File: src/hw/dmc_pkg.sv
// shared constants and types for the converter mode control register bank
`default_nettype none

package dmc_pkg;

  // --------------------
  // register offsets
  // --------------------
  localparam logic [4:0] ADDR_PORT_PWR  = 5'h00;  // port and power control
  localparam logic [4:0] ADDR_INTERP    = 5'h01;  // interpolation and modulation
  localparam logic [4:0] ADDR_FORMAT    = 5'h02;  // input data format
  localparam logic [4:0] ADDR_RATE_CLK  = 5'h03;  // rate clock and prescaler
  localparam logic [4:0] ADDR_LOOP      = 5'h04;  // multiplier loop control
  localparam logic [4:0] ADDR_I_FINE    = 5'h05;  // i channel fine gain
  localparam logic [4:0] ADDR_I_COARSE  = 5'h06;  // i channel coarse gain
  localparam logic [4:0] ADDR_I_OFS_HI  = 5'h07;  // i offset bits 9..2
  localparam logic [4:0] ADDR_I_OFS_LO  = 5'h08;  // i offset bits 1..0 and direction
  localparam logic [4:0] ADDR_Q_FINE    = 5'h09;  // q channel fine gain
  localparam int         NUM_REGS       = 10;     // registers in this bank

  // --------------------
  // values after reset
  // --------------------
  localparam logic [7:0] RST_DEFAULT    = 8'h00;  // every register but one
  localparam logic [7:0] RST_INTERP     = 8'h04;  // real mix mode is the default

  // --------------------
  // writable bits; all others ignore writes and read zero, except the 00h lock bit, which reads live
  // --------------------
  localparam logic [7:0] WMASK_PORT_PWR = 8'hDC;  // reset bit acts, never stored
  localparam logic [7:0] WMASK_FORMAT   = 8'hF7;
  localparam logic [7:0] WMASK_RATE_CLK = 8'h83;
  localparam logic [7:0] WMASK_LOOP     = 8'hC7;
  localparam logic [7:0] WMASK_I_COARSE = 8'h0F;
  localparam logic [7:0] WMASK_I_OFS_LO = 8'h83;
  localparam logic [7:0] WMASK_FULL     = 8'hFF;

  // --------------------
  // field positions
  // --------------------
  localparam int BIT_SDIO_BIDIR = 7;  // 00h
  localparam int BIT_LSB_FIRST  = 6;
  localparam int BIT_SW_RESET   = 5;
  localparam int BIT_SLEEP      = 4;
  localparam int BIT_PWR_DOWN   = 3;
  localparam int BIT_ONE_RES    = 2;
  localparam int BIT_LOCK       = 1;
  localparam int BIT_INTERP_LO  = 6;  // 01h, two bits
  localparam int BIT_MOD_LO     = 4;
  localparam int BIT_ZERO_STUFF = 3;
  localparam int BIT_REAL_MIX   = 2;
  localparam int BIT_PLUS_SIDE  = 1;
  localparam int BIT_CLK_ON_PIN = 0;
  localparam int BIT_UNSIGNED   = 7;  // 02h
  localparam int BIT_ONE_PORT   = 6;
  localparam int BIT_CLK_STRONG = 5;
  localparam int BIT_CLK_INVERT = 4;
  localparam int BIT_SPC_INVERT = 2;
  localparam int BIT_SEL_INVERT = 1;
  localparam int BIT_Q_FIRST    = 0;
  localparam int BIT_CLK_ON_SDO = 7;  // 03h
  localparam int BIT_PLL_ON     = 7;  // 04h
  localparam int BIT_CP_MANUAL  = 6;
  localparam int BIT_OFS_DIR    = 7;  // 08h

  // --------------------
  // serial instruction byte layout
  // --------------------
  localparam int INSTR_READ_BIT = 7;
  localparam int INSTR_CNT_LO   = 5;  // two bits, bytes minus one
  localparam logic [2:0] LAST_BIT = 3'h7;

  // interpolation codes, in field order
  typedef enum logic [1:0] {INTERP_BYPASS, INTERP_X2, INTERP_X4, INTERP_X8} dmc_interp_e;

  // serial port phases
  typedef enum logic [1:0] {SP_INSTR, SP_DATA, SP_DONE} dmc_sp_state_e;

  // writable mask of one register
  function automatic logic [7:0] dmc_wmask(input logic [4:0] addr);
    case (addr)
      ADDR_PORT_PWR: dmc_wmask = WMASK_PORT_PWR;
      ADDR_FORMAT:   dmc_wmask = WMASK_FORMAT;
      ADDR_RATE_CLK: dmc_wmask = WMASK_RATE_CLK;
      ADDR_LOOP:     dmc_wmask = WMASK_LOOP;
      ADDR_I_COARSE: dmc_wmask = WMASK_I_COARSE;
      ADDR_I_OFS_LO: dmc_wmask = WMASK_I_OFS_LO;
      default:       dmc_wmask = WMASK_FULL;
    endcase
  endfunction : dmc_wmask

  // reset value of one register
  function automatic logic [7:0] dmc_rst_val(input logic [4:0] addr);
    dmc_rst_val = (addr == ADDR_INTERP) ? RST_INTERP : RST_DEFAULT;
  endfunction : dmc_rst_val

endpackage : dmc_pkg

`default_nettype wire

File: src/hw/dmc_cfg_if.sv
// carrier between the serial port engine and the register bank
`timescale 1ns/1ps
`default_nettype none

interface dmc_cfg_if;
  logic       wr_stb;      // one-cycle write of wr_data at wr_addr
  logic [4:0] wr_addr;     // write address
  logic [7:0] wr_data;     // write data
  logic [4:0] rd_addr;     // address being read
  logic [7:0] rd_data;     // read value at rd_addr
  logic       lsb_first;   // serial bit order
  logic       sdio_bidir;  // read data leaves on the data-in pin

  modport port (output wr_stb, wr_addr, wr_data, rd_addr,
                input  rd_data, lsb_first, sdio_bidir);
  modport regs (input  wr_stb, wr_addr, wr_data, rd_addr,
                output rd_data, lsb_first, sdio_bidir);
endinterface : dmc_cfg_if

`default_nettype wire

File: src/hw/dmc_mode_regs.sv
// mode control register bank of a dual interpolating converter
//
// Notes on behaviour
// - host reaches registers 00h..09h over serial port
// - 01h top bits select the interpolation rate
// - 00h resistor bit: 1 one resistor, 0 two
// - 08h bit7 steers offset current to complement
// - 02h bit7 1 means straight binary input
// - 02h bit0 picks I-then-Q or Q-then-I pairing
// - software reset restores 01h..09h, reads back zero
// - rate codes 00 bypass, 01 x2, 10 x4, 11 x8
// - lock bit shows loop lock while multiplier enabled
// - power-down halts core, serial port keeps working
`timescale 1ns/1ps
`default_nettype none

module dmc_mode_regs (
  // clock, reset, enable
  input  wire logic core_clk_in,
  input  wire logic reset_n_in,
  input  wire logic clk_en_in,
  // serial port pins
  input  wire logic csb_in,
  input  wire logic sclk_in,
  input  wire logic sdio_in,
  output logic      sdio_out,
  output logic      sdio_oe_out,
  output logic      sdo_out,
  output logic      sdo_oe_out,
  // status from the analog side
  input  wire logic pll_lock_in,
  // port and power control
  output logic      sleep_out,
  output logic      power_down_out,
  output logic      reference_resistor_count_one_out,
  output logic      chip_restart_out,
  // interpolation and modulation
  output dmc_pkg::dmc_interp_e interp_rate_out,
  output logic [3:0] interp_factor_out,
  output logic [1:0] modulation_out,
  output logic      zero_stuff_out,
  output logic      real_mix_out,
  output logic      plus_sideband_out,
  output logic      data_rate_clock_on_lock_pin_out,
  // input data format
  output logic      unsigned_data_out,
  output logic      single_port_mode_out,
  output logic      data_rate_clock_strong_out,
  output logic      data_rate_clock_invert_out,
  output logic      single_port_clock_invert_out,
  output logic      channel_select_input_invert_out,
  output logic      q_first_out,
  // clocking and multiplier loop
  output logic      data_rate_clock_on_sdo_out,
  output logic [1:0] prescaler_out,
  output logic      pll_enable_out,
  output logic      charge_pump_manual_out,
  output logic [2:0] charge_pump_ctrl_out,
  // channel trims
  output logic [7:0] in_phase_fine_gain_out,
  output logic [3:0] in_phase_coarse_gain_out,
  output logic [9:0] in_phase_offset_out,
  output logic      offset_current_on_complement_out,
  output logic [7:0] quadrature_fine_gain_out
);
  import dmc_pkg::*;

  // --------------------
  // state
  // --------------------

  // every register of the bank plus derived flops
  typedef struct packed {
    logic [NUM_REGS-1:0][7:0] regs;     // stored values, masked
    logic                     restart;  // software reset pulse
    logic [3:0]               factor;   // decoded rate factor
    logic                     lock;     // qualified lock status
  } dmc_regs_s;

  dmc_regs_s s_q;  // registered state
  dmc_regs_s s_d;  // next state

  dmc_cfg_if cfg ();  // link to the serial engine

  logic [1:0] rate_code;  // rate field of the next value

  // --------------------
  // serial engine
  // --------------------

  // the engine keeps running while power-down is set, so the host
  // can always clear the bit again
  dmc_spi_port u_port (
    .core_clk_in (core_clk_in),
    .reset_n_in  (reset_n_in),
    .clk_en_in   (clk_en_in),
    .csb_in      (csb_in),
    .sclk_in     (sclk_in),
    .sdio_in     (sdio_in),
    .sdio_out    (sdio_out),
    .sdio_oe_out (sdio_oe_out),
    .sdo_out     (sdo_out),
    .sdo_oe_out  (sdo_oe_out),
    .cfg         (cfg.port)
  );

  // --------------------
  // next state
  // --------------------

  // write decode, software reset and derived values
  always_comb begin
    s_d         = s_q;
    s_d.restart = 1'b0;
    if (cfg.wr_stb && cfg.wr_addr < 5'(NUM_REGS)) begin
      // reserved and read-only bits are masked off on the way in
      s_d.regs[cfg.wr_addr] = cfg.wr_data & dmc_wmask(cfg.wr_addr);
      if (cfg.wr_addr == ADDR_PORT_PWR && cfg.wr_data[BIT_SW_RESET]) begin
        // soft reset spares 00h so the port setup survives it
        for (int i = 1; i < NUM_REGS; i++) begin
          s_d.regs[i] = dmc_rst_val(5'(i));
        end
        s_d.restart = 1'b1;
      end
    end
    // decoded rate factor follows the stored code
    rate_code = s_d.regs[ADDR_INTERP][BIT_INTERP_LO+:2];
    case (rate_code)
      INTERP_BYPASS: s_d.factor = 4'h1;
      INTERP_X2:     s_d.factor = 4'h2;
      INTERP_X4:     s_d.factor = 4'h4;
      INTERP_X8:     s_d.factor = 4'h8;
      default:       s_d.factor = 4'h1;
    endcase
    // lock only means something while the multiplier runs
    s_d.lock = pll_lock_in & s_d.regs[ADDR_LOOP][BIT_PLL_ON];
  end

  // state register; clock enable freezes everything
  always_ff @(posedge core_clk_in or negedge reset_n_in) begin
    if (!reset_n_in) begin
      for (int i = 0; i < NUM_REGS; i++) begin
        s_q.regs[i] <= dmc_rst_val(5'(i));
      end
      s_q.restart <= 1'b0;
      s_q.factor  <= 4'h1;
      s_q.lock    <= 1'b0;
    end else if (clk_en_in) begin
      s_q <= s_d;
    end
  end

  // --------------------
  // readback
  // --------------------

  // the reset bit is never stored, so it always reads zero; the lock
  // bit is inserted live and lags the pin by one cycle
  always_comb begin
    cfg.rd_data = 8'h00;
    if (cfg.rd_addr < 5'(NUM_REGS)) begin
      cfg.rd_data = s_q.regs[cfg.rd_addr];
      if (cfg.rd_addr == ADDR_PORT_PWR) begin
        cfg.rd_data[BIT_LOCK] = s_q.lock;
      end
    end
  end

  // port setup used by the engine
  assign cfg.lsb_first  = s_q.regs[ADDR_PORT_PWR][BIT_LSB_FIRST];
  assign cfg.sdio_bidir = s_q.regs[ADDR_PORT_PWR][BIT_SDIO_BIDIR];

  // --------------------
  // outputs, all straight from flops
  // --------------------

  // port and power control
  assign sleep_out                        = s_q.regs[ADDR_PORT_PWR][BIT_SLEEP];
  assign power_down_out                   = s_q.regs[ADDR_PORT_PWR][BIT_PWR_DOWN];
  assign reference_resistor_count_one_out = s_q.regs[ADDR_PORT_PWR][BIT_ONE_RES];
  assign chip_restart_out                 = s_q.restart;

  // interpolation and modulation
  assign interp_rate_out   = dmc_interp_e'(s_q.regs[ADDR_INTERP][BIT_INTERP_LO+:2]);
  assign interp_factor_out = s_q.factor;
  assign modulation_out    = s_q.regs[ADDR_INTERP][BIT_MOD_LO+:2];
  assign zero_stuff_out    = s_q.regs[ADDR_INTERP][BIT_ZERO_STUFF];
  assign real_mix_out      = s_q.regs[ADDR_INTERP][BIT_REAL_MIX];
  assign plus_sideband_out = s_q.regs[ADDR_INTERP][BIT_PLUS_SIDE];
  assign data_rate_clock_on_lock_pin_out = s_q.regs[ADDR_INTERP][BIT_CLK_ON_PIN];

  // input data format
  assign unsigned_data_out               = s_q.regs[ADDR_FORMAT][BIT_UNSIGNED];
  assign single_port_mode_out            = s_q.regs[ADDR_FORMAT][BIT_ONE_PORT];
  assign data_rate_clock_strong_out      = s_q.regs[ADDR_FORMAT][BIT_CLK_STRONG];
  assign data_rate_clock_invert_out      = s_q.regs[ADDR_FORMAT][BIT_CLK_INVERT];
  assign single_port_clock_invert_out    = s_q.regs[ADDR_FORMAT][BIT_SPC_INVERT];
  assign channel_select_input_invert_out = s_q.regs[ADDR_FORMAT][BIT_SEL_INVERT];
  assign q_first_out                     = s_q.regs[ADDR_FORMAT][BIT_Q_FIRST];

  // clocking and multiplier loop
  assign data_rate_clock_on_sdo_out = s_q.regs[ADDR_RATE_CLK][BIT_CLK_ON_SDO];
  assign prescaler_out              = s_q.regs[ADDR_RATE_CLK][1:0];
  assign pll_enable_out             = s_q.regs[ADDR_LOOP][BIT_PLL_ON];
  assign charge_pump_manual_out     = s_q.regs[ADDR_LOOP][BIT_CP_MANUAL];
  assign charge_pump_ctrl_out       = s_q.regs[ADDR_LOOP][2:0];

  // channel trims; the offset is split high/low across two registers
  assign in_phase_fine_gain_out   = s_q.regs[ADDR_I_FINE];
  assign in_phase_coarse_gain_out = s_q.regs[ADDR_I_COARSE][3:0];
  assign in_phase_offset_out      = {s_q.regs[ADDR_I_OFS_HI], s_q.regs[ADDR_I_OFS_LO][1:0]};
  assign offset_current_on_complement_out = s_q.regs[ADDR_I_OFS_LO][BIT_OFS_DIR];
  assign quadrature_fine_gain_out = s_q.regs[ADDR_Q_FINE];

endmodule : dmc_mode_regs

`default_nettype wire

File: src/hw/dmc_spi_port.sv
// serial peripheral port engine: instruction byte, data bytes, readback
`timescale 1ns/1ps
`default_nettype none

module dmc_spi_port (
  // clock and reset
  input  wire logic core_clk_in,
  input  wire logic reset_n_in,
  input  wire logic clk_en_in,
  // serial pins
  input  wire logic csb_in,
  input  wire logic sclk_in,
  input  wire logic sdio_in,
  output logic      sdio_out,
  output logic      sdio_oe_out,
  output logic      sdo_out,
  output logic      sdo_oe_out,
  // register side
  dmc_cfg_if.port   cfg
);
  import dmc_pkg::*;

  // all port state
  typedef struct packed {
    dmc_sp_state_e st;
    logic          sclk_prev;
    logic [2:0]    bit_cnt;
    logic [7:0]    rx;
    logic [7:0]    tx;
    logic          rd;
    logic [1:0]    left;
    logic [4:0]    addr;
    logic          wr_stb;
    logic [4:0]    wr_addr;
    logic [7:0]    wr_data;
    logic          sdio_o;
    logic          sdio_oe;
    logic          sdo_o;
    logic          sdo_oe;
  } dmc_port_s;

  dmc_port_s s_q;  // registered state
  dmc_port_s s_d;  // next state

  logic       rise;  // sclk rising, seen this cycle
  logic       fall;  // sclk falling
  logic [7:0] nxt;   // receive byte with the new bit
  logic [7:0] byte_v;  // byte being shifted out
  logic       bit_v;   // bit presented this edge

  // --------------------
  // next state
  // --------------------
  always_comb begin
    s_d           = s_q;
    s_d.wr_stb    = 1'b0;
    s_d.sclk_prev = sclk_in;
    rise   = sclk_in & ~s_q.sclk_prev;
    fall   = ~sclk_in & s_q.sclk_prev;
    nxt    = cfg.lsb_first ? {sdio_in, s_q.rx[7:1]} : {s_q.rx[6:0], sdio_in};
    byte_v = (s_q.bit_cnt == 3'h0) ? cfg.rd_data : s_q.tx;
    bit_v  = cfg.lsb_first ? byte_v[0] : byte_v[7];
    if (csb_in) begin
      // chip select high restarts the cycle and releases the pins
      s_d.st      = SP_INSTR;
      s_d.bit_cnt = 3'h0;
      s_d.sdio_oe = 1'b0;
      s_d.sdo_oe  = 1'b0;
    end else if (rise && s_q.st != SP_DONE) begin
      // data is sampled on the rising edge
      s_d.rx      = nxt;
      s_d.bit_cnt = s_q.bit_cnt + 3'h1;
      if (s_q.bit_cnt == LAST_BIT) begin
        if (s_q.st == SP_INSTR) begin
          s_d.rd   = nxt[INSTR_READ_BIT];
          s_d.left = nxt[INSTR_CNT_LO+:2];
          s_d.addr = nxt[4:0];
          s_d.st   = SP_DATA;
        end else begin
          s_d.wr_stb  = ~s_q.rd;
          s_d.wr_addr = s_q.addr;
          s_d.wr_data = nxt;
          // msb first walks down the map, lsb first walks up
          s_d.addr = cfg.lsb_first ? s_q.addr + 5'h01 : s_q.addr - 5'h01;
          s_d.left = s_q.left - 2'h1;
          if (s_q.left == 2'h0) begin
            s_d.st = SP_DONE;
          end
        end
      end
    end else if (fall && s_q.st == SP_DATA && s_q.rd) begin
      // read data changes on the falling edge, first bit loads a byte
      s_d.tx = cfg.lsb_first ? {1'b0, byte_v[7:1]} : {byte_v[6:0], 1'b0};
      if (cfg.sdio_bidir) begin
        s_d.sdio_o  = bit_v;
        s_d.sdio_oe = 1'b1;
      end else begin
        s_d.sdo_o  = bit_v;
        s_d.sdo_oe = 1'b1;
      end
    end
  end

  // state register; clock enable freezes everything
  always_ff @(posedge core_clk_in or negedge reset_n_in) begin
    if (!reset_n_in) begin
      s_q <= '0;
    end else if (clk_en_in) begin
      s_q <= s_d;
    end
  end

  assign cfg.wr_stb  = s_q.wr_stb;
  assign cfg.wr_addr = s_q.wr_addr;
  assign cfg.wr_data = s_q.wr_data;
  assign cfg.rd_addr = s_q.addr;
  assign sdio_out    = s_q.sdio_o;
  assign sdio_oe_out = s_q.sdio_oe;
  assign sdo_out     = s_q.sdo_o;
  assign sdo_oe_out  = s_q.sdo_oe;

endmodule : dmc_spi_port

`default_nettype wire
File: config.mk
export PLATFORM = sky130hd
export DESIGN_NAME = dmc_mode_regs
export DESIGN_NICKNAME = d
export VERILOG_FILES = /design/src/hw/dmc_pkg.sv /design/src/hw/dmc_cfg_if.sv /design/src/hw/dmc_mode_regs.sv /design/src/hw/dmc_spi_port.sv
export SDC_FILE = /design/constraint.sdc
export NUM_CORES = 1
export LEC_CHECK = 0
export BUFFER_PORTS_ARGS = -buffer_cell sky130_fd_sc_hd__clkbuf_2
export CAP_MARGIN = 20
export CELL_PAD_IN_SITES_DETAIL_PLACEMENT = 0
export CELL_PAD_IN_SITES_GLOBAL_PLACEMENT = 1
export CORE_MARGIN = 2
export CORE_UTILIZATION = 30
export CTS_CLUSTER_DIAMETER = 200
export DETAILED_ROUTE_END_ITERATION = 8
export PLACE_DENSITY = 0.63
export SLEW_MARGIN = 20
export SYNTH_ARGS = -nofsm -noshare
export SYNTH_HDL_FRONTEND = slang
export SYNTH_SLANG_ARGS = --single-unit
File: constraint.sdc
create_clock -name core_clk_in -period 3.66 [get_ports core_clk_in]
set_input_delay 0.183 -clock core_clk_in [delete_from_list [all_inputs] [get_ports core_clk_in]]
set_output_delay 0.183 -clock core_clk_in [all_outputs]
set_load 0.005 [all_outputs]
# After elaboration in Yosys (flattened, before gate mapping)
# Index checks and enable logic that the tools add are counted.
# op_classes
addsub,4
order_cmp,5
eq_ne,13
mux,36
n_bitwise,11
n_reduce_logical,30
# ops
operator,count
$bwmux W80,1
$mux W72,1
$mux W8,7
$mux W14,3
$mux W41,1
$pmux W8 S5,1
$bmux W8 S4,1
$demux W8 S4,1
$reduce_and A4 Y1,5
$reduce_and A5 Y1,4
$pmux W4 S4,1
$mux W15,1
$mux W2,7
$mux W11,1
$eq A5 B2 Y1 const B,2
$eq A5 B3 Y1 const B,2
$logic_not A5 Y1,2
$lt A5 B4 Y1 const B,2
$lt A5 B5 Y1 const B,2
$and A8 B8 Y8,1
$mux W4,2
$reduce_bool A2 Y1,4
$mux W7,1
$not A1 Y1,7
other kinds (21),39
# totals
reg_bits,134
out_inout_bits,66
elab_cells,129

# Logic depth before layout (Yosys ltp)
# depth
ltp_word,10
depth_mapped,9
ltp_nobuf,7

# Hierarchy
# A second synthesis with hierarchy kept.
# hier_totals
hier_cells,642
area_unflattened_um2,6867.8
# modules_own_cells
mod,n_inst,cells_each,area_each_um2
dmc_mode_regs,1,395,4339.2
dmc_spi_port,1,247,2528.7

# Least setup slack after synthesis
# Ideal clock, no wire load.
# synth_path
kind,reg-to-reg
from,"reg s_q, in the netlist cfg.lsb_first"
to,"reg u_port.s_q, in the netlist u_port.cfg.rd_addr[4]"
setup_ns,0.124
arrival_time_ns,1.969
slack_ns,1.568
path_stages_with_launch,9
period_less_slack_ns,2.092
cell_sequence,dfrtp_1 > clkbuf_1 > inv_1 > fa_1 > a21o_1 > a21oi_1 > xnor2_1 > a21oi_1 > a2bb2oi_1
# synth_between
elab_chain_cells,2
word_cells_on_any_way,3
cone_classes,mux: 3
# synth_lines
item,line,rtl
start: declaration,dmc_mode_regs.sv:80,dmc_regs_s s_q;
$mux W5 / $mux W8 (equally long branches),"dmc_spi_port.sv:84, dmc_spi_port.sv:60",
$mux W7 *,dmc_spi_port.sv:74,if (s_q.st == SP_INSTR) begin
end signal: assignment,dmc_spi_port.sv:107,s_q <= '0;
end signal: assignment,dmc_spi_port.sv:109,s_q <= s_d;
end: declaration,dmc_spi_port.sv:42,dmc_port_s s_q;
# Every way passes the cells marked *; elsewhere a longest branch is shown, timed or not.
# A chain may end at the register's enable or synchronous reset.

# Final worst setup path
# layout_path
from,"reg u_port.s_q, in the netlist u_port.cfg.wr_addr[0]"
to,"reg s_q, in the netlist in_phase_offset_out[1]"
# layout_between
elab_chain_cells,7
word_cells_on_any_way,21
cone_classes,order compare: 3; eq/ne: 5; mux: 6; bitwise: 1; reduce/logical: 6
# layout_lines
item
branches (longest 7 deep; another with $ge A5 B1 Y1)
# Parallel ways; which one is timed is not known. The select of a mux whose other input is x is not followed.

==> insert_results.sql <==
INSERT INTO impl_metrics (metric_group, metric, value, unit) VALUES
('floorplan', 'initial_core_util', '0.303', ''),
('yosys', 'yosys_warnings', '0', ''),
('yosys', 'synth_fp_nets', '684', ''),
('hold_path', 'whs_endpoint', 's_q[0]', ''),
('finish', 'seq_area', '3330', 'sq um'),
('yosys', 'synth_top_cell_area_share', '0.482', ''),
('global_routing', 'grt_pass1_vias', '5011', ''),
('worst_setup_path', 'r2r_slack', '1.06', 'ns'),
('global_routing', 'initial_antenna_violation_count', '0', ''),
('clocking', 'cts.root.buffer_cell', 'sky130_fd_sc_hd__clkbuf_16', ''),
('clocking', 'clk_slew_on_worst_s_h_paths', '0.06', 'ns'),
('clocking', 'tritoncts_num_sinks', '133', ''),
('clocking', 'cts_buffers', '17', ''),
('timing', 'achievable-frequency', '385', 'MHz'),
('hold_path', 'whs_path_depth', '3', ''),
('clocking', 'post_cts_resize_count', '0', ''),
('power_and_ir_drop', 'comb_power_share', '0.115', ''),
('floorplan', 'core_area', '22400', 'sq um'),
('route', 'drt_iter0_drc', '325', ''),
('floorplan', 'die_width', '155', 'microns'),
('power_and_ir_drop', 'sequentialPowerShare', '0.450', ''),
('timing', 'finalHoldViolCount', '0', ''),
('worst_setup_path', 'crit-reg2reg-capture', 'in_phase_offset_out[1]', ''),
('clocking', 'post-cts-setup-buffer-count', '0', ''),
('worst_setup_path', 'reg2reg_path_depth', '5', ''),
('power_and_ir_drop', 'vdd_drop_max', '282', 'uV'),
('route', 'routed_wl', '18.6', 'mm'),
('power_and_ir_drop', 'cell_internal_power', '0.00262', 'W'),
('worst_setup_path', 'worst_r2r_startpoint', 'u_port.cfg.wr_addr[0]', ''),
('timing', 'setup-violations-final', '0', ''),
('finish', 'final.fill_count', '2268', ''),
('route', 'final_antenna_net_count', '0', ''),
('yosys', 'yosysUniqueCellTypes', '60', ''),
('finish', 'mostFrequentLayoutCell', 'sky130_fd_sc_hd__dfrtp_1', ''),
('timing', 'final.hold.worst_slack', '0.0487', 'ns'),
('clocking', 'cts_htree_levels', '4', ''),
('timing', 'fin_worst_skew', '0.00833', 'ns'),
('clocking', 'tritoncts_clock_tree', 'done', ''),
('timing', 'postLayoutSetupSlackWorst', '1.06', 'ns'),
('status', 'outcome', 'complete, no violations', ''),
('yosys', 'yosys.area.top_type', 'sky130_fd_sc_hd__dfrtp_1', ''),
('worst_setup_path', 'critical_path_depth', '5', ''),
('power_and_ir_drop', 'switching_share', '0.270', ''),
('yosys', 'synth-async-reset-ratio', '1.00', ''),
('global_routing', 'grt_first_pass_wirelength', '29.6', 'mm'),
('finish', 'areaGrowthSynthToFinish', '11.2', '%'),
('route', 'via_count', '5112', ''),
('yosys', 'synth_seq_cells', '133', ''),
('floorplan', 'rows', '55', ''),
('timing', 'max-slew-margin-rel', '0.395', ''),
('route', 'firstDrtPassIters', '4', ''),
('route', 'wl_per_cell', '19.0', 'microns'),
('power_and_ir_drop', 'power_leakage', '3.31', 'nW'),
('worst_setup_path', 'critical_path_buf_inv_count', '0', ''),
('worst_setup_path', 'critical_path_required', '3.92', 'ns'),
('yosys', 'number_of_enable_type_register_cells_in_the_synthesized_netlist', '0', ''),
('route', 'detail_route.vias_per_cell', '5.22', ''),
('route', 'detail_route.drc_violations', '0', ''),
('place', 'placement.io_buffers', '72', ''),
('yosys', 'postSynthCellCount', '669', ''),
('worst_setup_path', 'critical_path_cell_by_cell', 'nor4_1 -> nand4b_1 -> or2_4 -> nand3_1 -> o21ai_0', ''),
('finish', 'drive_above_1_share', '0.210', ''),
('place', 'final_gp_congestion', '0.816', ''),
('floorplan', 'dieHeight', '155', 'microns'),
('power_and_ir_drop', 'netSwitchingPower', '0.000967', 'W'),
('timing', 'maxSlewViolCount', '0', ''),
('clocking', 'cts_max_path_buffers', '2', ''),
('hold_path', 'min-delay-start', 'pll_lock_in', ''),
('power_and_ir_drop', 'power.clock.fraction', '0.435', ''),
('global_routing', 'global_route.overflow_total', '0', ''),
('run', 'maxCapViolations', '0', '');
-- flip-flops by register name, summed over array words and instances (netlist names), 2 cells and up --
signal	count
u_port.s_q	25
s_q	21
in_phase_offset_out	10
in_phase_fine_gain_out	8
quadrature_fine_gain_out	8
u_port.cfg.wr_data	8
u_port.cfg.rd_addr	5
u_port.cfg.wr_addr	5
in_phase_coarse_gain_out	4
interp_factor_out	4
charge_pump_ctrl_out	3
interp_rate_out	2
modulation_out	2
prescaler_out	2
-- synth_stat cells, drive strengths merged (9+ instances only) --
| master | instances |
|---|---|
| o31ai | 12 |
| nor2 | 32 |
| clkbuf | 21 |
| nand2 | 62 |
| inv | 13 |
| buf | 67 |
| nand3 | 53 |
| mux2 | 9 |
| mux4 | 10 |
| a21oi | 31 |
| o21ai | 86 |
| mux2i | 27 |
| dfrtp | 131 |
| and3 | 16 |
-- per-layer routing --
| metal | wire length [microns] | share of wire | vias up | global-route usage |
|---|---|---|---|---|
| met5 | 0 | 0 | - | 0 |
| met3 | 776 | 0.042 | 22 | 0.0350 |
| li1 | - | - | 2388 | - |
| met1 | 8580 | 0.46 | 2559 | 0.217 |
| met4 | 331 | 0.018 | 0 | 0.0538 |
| met2 | 8940 | 0.48 | 143 | 0.258 |
-- metrics by stage --
step / instance area, sq um / std cells / util / total power, W
after floorplan: 6810 / 669 / - / 0.00191
after global placement: 7030 / 949 / 0.313 / 0.00204
after detailed placement: 7030 / 949 / 0.313 / 0.00206
after CTS: 7570 / 979 / 0.337 / 0.00362
after global routing: 7570 / 979 / 0.337 / 0.00374
final: 7570 / 979 / 0.337 / 0.00359
-- worst reg2reg max path, delay by kind of cell (launching register included) --
family           cells  cell delay [ns]
AND/OR/NAND/NOR      4             1.70
flip-flops           1             0.62
AO/OA/AOI/OAI        1             0.11
-- power groups by stage --
| stage | Sequential, W | Clock [W] | Combinational, W |
|---|---|---|---|
| floorplan | 0.00160 | 0 | 0.000308 |
| global placement | 0.00164 | 0 | 0.000407 |
| detailed placement | 0.00164 | 0 | 0.000416 |
| CTS | 0.00161 | 0.00159 | 0.000418 |
| global route | 0.00162 | 0.00166 | 0.000462 |
| finish | 0.00161 | 0.00156 | 0.000412 |
-- worst max-delay path by stage --
stage	start	end	slack [ns]
2_1_floorplan	cfg.lsb_first	u_port.cfg.rd_addr[4]	1.57
3_3_place_gp	u_port.cfg.wr_addr[0]	in_phase_offset_out[2]	0.94
3_5_place_dp	u_port.cfg.wr_addr[0]	in_phase_offset_out[1]	0.81
4_1_cts	u_port.cfg.wr_addr[0]	in_phase_offset_out[1]	0.79
5_1_grt	u_port.cfg.wr_addr[0]	in_phase_offset_out[1]	0.80
6_report	u_port.cfg.wr_addr[0]	in_phase_offset_out[1]	1.06
-- layout make-up --
| class | instances | share of cell area |
|---|---|---|
| Sequential cell | 133 | 0.440 |
| Multi-Input combinational cell | 435 | 0.376 |
| Timing Repair Buffer | 84 | 0.0607 |
| Clock buffer | 20 | 0.0590 |
| Tap cell | 285 | 0.0471 |
| Clock inverter | 9 | 0.0111 |
| Inverter | 13 | 0.00645 |
-- kinds of logic (layout without fill, tap and decap cells) --
logic type	Yosys count	after routing	share of synthesized area
simple gates	205	205	0.152
buf+inv	101	126	0.0935
mux	46	46	0.0877
fa+ha+maj	8	8	0.0158
xor+xnor	5	5	0.00643
compound gates	171	171	0.155
flops	133	133	0.489
-- timing repair --
item                                   CTS  global route
hold buffers                             1             0
endpoints found under the hold margin   85             0
setup endpoints to repair                0             0
(Power assumes the default switching activity.)
